### config.mk
export PLATFORM = sky130hd
export DESIGN_NAME = metering_event_status_flags
export DESIGN_NICKNAME = d
export VERILOG_FILES = /design/src/shared/event_flags_pkg.sv /design/src/metering_event_status_flags.sv /design/src/pulse_edge_watch.sv /design/src/summary_flag.sv
export SDC_FILE = /design/constraint.sdc
export NUM_CORES = 1
export LEC_CHECK = 0
export ABC_CLOCK_PERIOD_IN_PS = 1500
export BUFFER_PORTS_ARGS = -buffer_cell sky130_fd_sc_hd__buf_2
export CAP_MARGIN = 15
export CORE_ASPECT_RATIO = 1.75
export CORE_MARGIN = 4
export CORE_UTILIZATION = 44
export CTS_CLUSTER_SIZE = 25
export DETAILED_ROUTE_END_ITERATION = 8
export PLACE_DENSITY = 0.77
export SLEW_MARGIN = 0
export SYNTH_ARGS = -nofsm -noshare
export SYNTH_HDL_FRONTEND = slang
export SYNTH_HIERARCHICAL = 1
export SYNTH_SLANG_ARGS = --single-unit
### constraint.sdc
create_clock -name mclk_in -period 1.5 [get_ports mclk_in]
set_clock_uncertainty 0.1 [all_clocks]
set_input_delay 0.3 -clock mclk_in [delete_from_list [all_inputs] [get_ports mclk_in]]
set_output_delay 0.3 -clock mclk_in [all_outputs]
set_load 0.01 [all_outputs]
### src/shared/event_flags_pkg.sv
// Purpose: constants and carrier types for the event flag block
// Assumes: one 32-bit register word per access
// Notes: offsets are word indexes of the serial register map
package event_flags_pkg;

  localparam logic [15:0] EVENT_FLAGS_ADDR = 16'h0402;
  localparam logic [15:0] EVENT_MASK_ADDR  = 16'h0405;
  localparam logic [31:0] EVENT_FLAGS_RST  = 32'h0000_0000;
  localparam logic [31:0] EVENT_MASK_RST   = 32'h0000_0000;

  localparam int CHIP_SUM_BIT    = 31;
  localparam int EVENT_SUM_BIT   = 30;
  localparam int AUTOCAL_SUM_BIT = 29;
  localparam int POWER_FACTOR_READY_FLAG_BIT      = 25;
  localparam int CHECKSUM_CHANGED_FLAG_BIT     = 24;
  localparam int CRC_DONE_BIT    = 23;
  localparam int ZX_TIMEOUT_BIT  = 21;
  localparam int ZX_CUR_B_BIT    = 20;
  localparam int ZX_CUR_A_BIT    = 19;
  localparam int ZX_VOLT_BIT     = 17;
  localparam int RST_DONE_BIT    = 16;
  localparam int REACT_NL_BIT    = 15;
  localparam int APPAR_NL_BIT    = 14;
  localparam int ACTIVE_NL_BIT   = 13;
  localparam int TEMP_RDY_BIT    = 12;
  localparam int RMS_RDY_BIT     = 11;
  localparam int PWR_RDY_BIT     = 10;
  localparam int SAMPLE_RDY_BIT  = 9;
  localparam int ENERGY_RDY_BIT  = 8;
  localparam int PULSE_TWO_BIT   = 7;
  localparam int PULSE_ONE_BIT   = 6;
  localparam int REV_TWO_BIT     = 5;
  localparam int REV_ONE_BIT     = 4;

  // bits that software clears by writing one
  localparam logic [31:0] W1C_MASK     = 32'h03BB_FFF0;
  // bits that the mask register can hold
  localparam logic [31:0] MASK_WR_MASK = 32'h63BA_FF00 | 32'h0000_00F0;

  // one-cycle event pulses from the measurement datapath
  typedef struct packed {
    logic pf_update;
    logic crc_changed;
    logic crc_done;
    logic zx_timeout;
    logic zx_cur_b;
    logic zx_cur_a;
    logic zx_volt;
    logic powerup_done;
    logic react_noload;
    logic appar_noload;
    logic active_noload;
    logic temp_ready;
    logic rms_ready;
    logic power_ready;
    logic sample_ready;
    logic energy_ready;
  } event_pulses_t;

  // register access request
  typedef struct packed {
    logic        rd;
    logic        wr;
    logic [15:0] addr;
    logic [31:0] wdata;
  } reg_req_t;

  // pulse output levels and the sign of the energy they carry
  typedef struct packed {
    logic two_level;
    logic two_neg;
    logic one_level;
    logic one_neg;
  } pulse_pins_t;

endpackage

### src/metering_event_status_flags.sv
// Purpose: main event flag register with mask and interrupt output
// Assumes: register requests are one-cycle strobes from the serial port logic
// Notes: read data returns one cycle after the read strobe
`timescale 1ns/1ps
`default_nettype none
module metering_event_status_flags (
  input  wire logic                          mclk_in,
  input  wire logic                          rst_n_in,
  input  wire event_flags_pkg::reg_req_t     req_in,
  input  wire event_flags_pkg::event_pulses_t events_in,
  input  wire event_flags_pkg::pulse_pins_t  pins_in,
  input  wire logic                          chip_cond_set_in,
  input  wire logic                          chip_cond_read_in,
  input  wire logic                          event_cond_set_in,
  input  wire logic                          event_cond_read_in,
  input  wire logic                          autocal_cond_set_in,
  input  wire logic                          autocal_cond_read_in,
  output logic [31:0]                        rdata_out,
  output logic                               rvalid_out,
  output logic                               irq_n_out
);

  logic [31:0] flags_r;
  logic [31:0] flags_nxt;
  logic [31:0] mask_r;
  logic [31:0] mask_nxt;
  logic [31:0] rdata_r;
  logic [31:0] rdata_nxt;
  logic        rvalid_r;
  logic        rvalid_nxt;
  logic        irq_n_r;
  logic        irq_n_nxt;
  logic [31:0] set_vec;
  logic [31:0] clr_vec;
  logic [31:0] view;
  logic        chip_sum;
  logic        event_sum;
  logic        autocal_sum;
  logic        pulse_two;
  logic        pulse_one;
  logic        rev_two;
  logic        rev_one;
  logic        flags_hit;
  logic        mask_hit;

  summary_flag u_chip_sum (
    .mclk_in     (mclk_in),
    .rst_n_in    (rst_n_in),
    .src_set_in  (chip_cond_set_in),
    .src_read_in (chip_cond_read_in),
    .flag_out    (chip_sum)
  );

  summary_flag u_event_sum (
    .mclk_in     (mclk_in),
    .rst_n_in    (rst_n_in),
    .src_set_in  (event_cond_set_in),
    .src_read_in (event_cond_read_in),
    .flag_out    (event_sum)
  );

  summary_flag u_autocal_sum (
    .mclk_in     (mclk_in),
    .rst_n_in    (rst_n_in),
    .src_set_in  (autocal_cond_set_in),
    .src_read_in (autocal_cond_read_in),
    .flag_out    (autocal_sum)
  );

  pulse_edge_watch u_watch_two (
    .mclk_in      (mclk_in),
    .rst_n_in     (rst_n_in),
    .level_in     (pins_in.two_level),
    .neg_in       (pins_in.two_neg),
    .pulse_out    (pulse_two),
    .reversal_out (rev_two)
  );

  pulse_edge_watch u_watch_one (
    .mclk_in      (mclk_in),
    .rst_n_in     (rst_n_in),
    .level_in     (pins_in.one_level),
    .neg_in       (pins_in.one_neg),
    .pulse_out    (pulse_one),
    .reversal_out (rev_one)
  );

  always_comb begin
    set_vec = 32'h0000_0000;
    set_vec[event_flags_pkg::POWER_FACTOR_READY_FLAG_BIT]     = events_in.pf_update;
    set_vec[event_flags_pkg::CHECKSUM_CHANGED_FLAG_BIT]    = events_in.crc_changed;
    set_vec[event_flags_pkg::CRC_DONE_BIT]   = events_in.crc_done;
    set_vec[event_flags_pkg::ZX_TIMEOUT_BIT] = events_in.zx_timeout;
    set_vec[event_flags_pkg::ZX_CUR_B_BIT]   = events_in.zx_cur_b;
    set_vec[event_flags_pkg::ZX_CUR_A_BIT]   = events_in.zx_cur_a;
    set_vec[event_flags_pkg::ZX_VOLT_BIT]    = events_in.zx_volt;
    set_vec[event_flags_pkg::RST_DONE_BIT]   = events_in.powerup_done;
    set_vec[event_flags_pkg::REACT_NL_BIT]   = events_in.react_noload;
    set_vec[event_flags_pkg::APPAR_NL_BIT]   = events_in.appar_noload;
    set_vec[event_flags_pkg::ACTIVE_NL_BIT]  = events_in.active_noload;
    set_vec[event_flags_pkg::TEMP_RDY_BIT]   = events_in.temp_ready;
    set_vec[event_flags_pkg::RMS_RDY_BIT]    = events_in.rms_ready;
    set_vec[event_flags_pkg::PWR_RDY_BIT]    = events_in.power_ready;
    set_vec[event_flags_pkg::SAMPLE_RDY_BIT] = events_in.sample_ready;
    set_vec[event_flags_pkg::ENERGY_RDY_BIT] = events_in.energy_ready;
    set_vec[event_flags_pkg::PULSE_TWO_BIT]  = pulse_two;
    set_vec[event_flags_pkg::PULSE_ONE_BIT]  = pulse_one;
    set_vec[event_flags_pkg::REV_TWO_BIT]    = rev_two;
    set_vec[event_flags_pkg::REV_ONE_BIT]    = rev_one;

    flags_hit = (req_in.addr == event_flags_pkg::EVENT_FLAGS_ADDR);
    mask_hit  = (req_in.addr == event_flags_pkg::EVENT_MASK_ADDR);

    clr_vec = (req_in.wr && flags_hit) ? (req_in.wdata & event_flags_pkg::W1C_MASK)
                                       : 32'h0000_0000;
    flags_nxt = ((flags_r & ~clr_vec) | set_vec) & event_flags_pkg::W1C_MASK;

    mask_nxt = (req_in.wr && mask_hit) ? (req_in.wdata & event_flags_pkg::MASK_WR_MASK)
                                       : mask_r;

    view = flags_r;
    view[event_flags_pkg::CHIP_SUM_BIT]    = chip_sum;
    view[event_flags_pkg::EVENT_SUM_BIT]   = event_sum;
    view[event_flags_pkg::AUTOCAL_SUM_BIT] = autocal_sum;

    rvalid_nxt = req_in.rd;
    if (req_in.rd && flags_hit) begin
      rdata_nxt = view;
    end else if (req_in.rd && mask_hit) begin
      rdata_nxt = mask_r;
    end else begin
      rdata_nxt = 32'h0000_0000;
    end

    irq_n_nxt = ~|(view & mask_r);
  end

  always_ff @(posedge mclk_in) begin
    if (!rst_n_in) begin
      flags_r  <= event_flags_pkg::EVENT_FLAGS_RST;
      mask_r   <= event_flags_pkg::EVENT_MASK_RST;
      rdata_r  <= 32'h0000_0000;
      rvalid_r <= 1'b0;
      irq_n_r  <= 1'b1;
    end else begin
      flags_r  <= flags_nxt;
      mask_r   <= mask_nxt;
      rdata_r  <= rdata_nxt;
      rvalid_r <= rvalid_nxt;
      irq_n_r  <= irq_n_nxt;
    end
  end

  assign rdata_out  = rdata_r;
  assign rvalid_out = rvalid_r;
  assign irq_n_out  = irq_n_r;

endmodule
`default_nettype wire

### src/pulse_edge_watch.sv
// Purpose: falling edge and sign reversal detector for one pulse output
// Assumes: pulse level and sign synchronous to mclk_in
// Notes: first pulse after reset never counts as a reversal
`timescale 1ns/1ps
`default_nettype none
module pulse_edge_watch (
  input  wire logic mclk_in,
  input  wire logic rst_n_in,
  input  wire logic level_in,
  input  wire logic neg_in,
  output logic      pulse_out,
  output logic      reversal_out
);

  logic level_r;
  logic level_nxt;
  logic last_neg_r;
  logic last_neg_nxt;
  logic seen_r;
  logic seen_nxt;
  logic fall;

  always_comb begin
    fall         = level_r & ~level_in;
    level_nxt    = level_in;
    last_neg_nxt = fall ? neg_in : last_neg_r;
    seen_nxt     = seen_r | fall;
    pulse_out    = fall;
    reversal_out = fall & seen_r & (neg_in != last_neg_r);
  end

  always_ff @(posedge mclk_in) begin
    if (!rst_n_in) begin
      level_r    <= 1'b0;
      last_neg_r <= 1'b0;
      seen_r     <= 1'b0;
    end else begin
      level_r    <= level_nxt;
      last_neg_r <= last_neg_nxt;
      seen_r     <= seen_nxt;
    end
  end

endmodule
`default_nettype wire

### src/summary_flag.sv
// Purpose: summary bit that mirrors another status register
// Assumes: read strobe of that register is a one-cycle pulse
// Notes: a new source bit on the read cycle keeps the flag set
`timescale 1ns/1ps
`default_nettype none
module summary_flag (
  input  wire logic mclk_in,
  input  wire logic rst_n_in,
  input  wire logic src_set_in,
  input  wire logic src_read_in,
  output logic      flag_out
);

  logic flag_r;
  logic flag_nxt;

  always_comb begin
    flag_nxt = src_set_in | (flag_r & ~src_read_in);
  end

  always_ff @(posedge mclk_in) begin
    if (!rst_n_in) begin
      flag_r <= 1'b0;
    end else begin
      flag_r <= flag_nxt;
    end
  end

  assign flag_out = flag_r;

endmodule
`default_nettype wire

==> impl_metrics.toml <==
[setup_path]
cp.required_ns = 1.64
path_max_fanout = 3
cp.arrival_ns = 1.59
crit_path_end_kind = "flip-flop"
crit_type = "flip-flop to flip-flop"
cp-start-kind = "flip-flop"

[floorplan]
die_x_um = 70.12
dieArea_um2 = 8184
rows = 39
num_io_pins = 112
core_area_um2 = 6539
die_y_um = 116.7
initial_utilization = 0.4545

[timing]
finalSetupViolCount = 0
report.final.slew_viol_count = 0
post-route-period-util = 0.9667
fmax_mhz = 689.6
hold_violations = 0
period_minus_slack_ns = 1.450

[routing]
first_iter_violations = 216
route.vias.total = 2541
dr.pass1.iters = 4
drtAntennaViolNets = 0
wl_per_cell_um = 15.45
post-route-drc-count = 0
viasPerCell = 5.283
drt_wl_total_um = 7431

[layout]
fin_area_um2 = 3896
num-nets-final = 472
mostFrequentLayoutCell = "buf_2"
layout-drive-gt1-share = 0.3233
final_cell_mix = "buf_2 (92), dfxtp_1 (75), nand2_1 (48)"
fin_util = 0.5959
syn_to_final_growth_pct = 31.12
antenna_cells = 0

[yosys]
syn-cell-area_um2 = 2972
ys_ff_latch = 75
syn_area_per_cell_um2 = 9.938
yosysUniqueCellTypes = 30
async_reset_ff_frac = 0
syn_inst = 299
ys_warn_count = 6
synthFlopType = "dfxtp_1"
synth_edf_count = 0
ys_seq_area_frac = 0.5053

[placement]
port-buffer-count = 92
gp_congestion = 0.7690
place.detailed.hpwl_um = 5322
placedInstanceArea_um2 = 3541

[clock_network]
postCtsHoldBufs = 0
clock-root-buffer = "clkbuf_16"
clockBufferDepth = 2
htree_levels = 3
cts_made_buffers = 9
post_cts_buffers = 0
worstSkewPairLatency_ns = 0.33
path_clk_slew_ns = 0.06
cts_tree = "done"
cts_resized = 0
cts.sinks = 75

[status]
outcome = "finished clean"

[global_route]
grt_busiest_layer = "met2"
grtUsageMet3 = 0.02498
grt_max_degree = 74
met1_usage = 0.1844
grt_first_pass_wirelength_um = 11700
grt-ovfl-total = 0
grt_pass1_vias = 2555
grt_usage = 0.1822
met2_usage = 0.3493
antenna_found_initial = 0

[power_and_ir_drop]
power_density_nw_per_um2 = 1237
ir_worst_vdd_v = 0.0006758
leakagePower_nw = 1.880

[hold_path]
min_path_type = "input pin to flip-flop"

[job]
maxCapViolCount = 0
## report_power, final
part	switching [mW]	internal [mW]	leakage [nW]	total (mW)
clock	0.836	1.64	0.166	2.47
combinational	0.139	0.131	1.10	0.270
sequential	0.0368	2.04	0.612	2.08
## layer usage
layer  wire, um  share of wire
met1       2728           0.37
met2       4210           0.57
met3        271          0.036
met4        220          0.030
met5          0              0
## critical path: stages (launching register included)
cell and delay (ns):
dfxtp_1 0.32, a22o_1 0.23, a221oi_1 0.34, nand4_1 0.15
o21ai_0 0.21
## path summary, 6_finish.rpt
| check | startpoint | to | slack, ns | cells after the start |
|---|---|---|---|---|
| hold / removal | req_in[16] | flags_r[16] | 0.07 | 2 |
| setup reg to reg | flags_r[21] | irq_n_out | 0.05 | 4 |
| setup / recovery | flags_r[21] | irq_n_out | 0.05 | 4 |
| hold reg to reg | u_watch_one/seen_r | u_watch_one/seen_r | 0.36 | 1 |
## state kept, by name, summed over array words and instances, names as in the netlist
name	flops
u_watch_one/last_neg_r	1
u_watch_two/last_neg_r	1
mask_r	21
u_watch_two/seen_r	1
rdata_out	23
u_chip_sum/flag_out	1
u_event_sum/flag_out	1
irq_n_out	1
u_watch_two/level_r	1
u_autocal_sum/flag_out	1
u_watch_one/seen_r	1
flags_r	20
rvalid_out	1
u_watch_one/level_r	1
## cells by family after synthesis
group           count (synthesis)  synth area share
compound gates                 77            0.1971
other cells                     1          0.001262
flops                          75            0.5053
mux                            23           0.07747
buf+inv                        47           0.07916
xor+xnor                        2          0.005896
simple gates                   74            0.1339
## through the flow
step | power (mW) | TNS (ns) | hold slack (ns) | setup WS [ns] | std cells
floorplan | 2.249 | 0 | 0.3175 | 0.07115 | 307
global placement | 2.376 | -8.209 | 0.3376 | -0.1771 | 465
detailed placement | 2.389 | -10.22 | 0.3472 | -0.2221 | 465
CTS | 4.846 | 0 | 0.06832 | 0.07840 | 481
global route | 4.971 | -0.02341 | 0.06779 | -0.01289 | 481
finish | 4.819 | 0 | 0.07270 | 0.04989 | 481
## layout make-up
class	instances	area, um^2
clock buffers	9	225.2
fillers	571	2643
inverters	21	78.83
well taps	82	102.6
clock inverters	7	123.9
flip-flops and latches	75	1501
multi-input cells	185	1279
repair buffers	102	585.6
## cells in the mapped netlist, drive strengths merged (5+ instances only)
cell type  count  area share
a41oi         20       0.059
and2           5       0.011
mux2i         23       0.077
o21ai         21       0.035
buf           17       0.041
o21a           5       0.013
inv           21       0.027
a22o          23       0.068
clkbuf         9       0.011
dfxtp         75        0.51
nand2         48       0.061
nor2b          5       0.023
No activity file was read; power rests on OpenSTA's default activity.
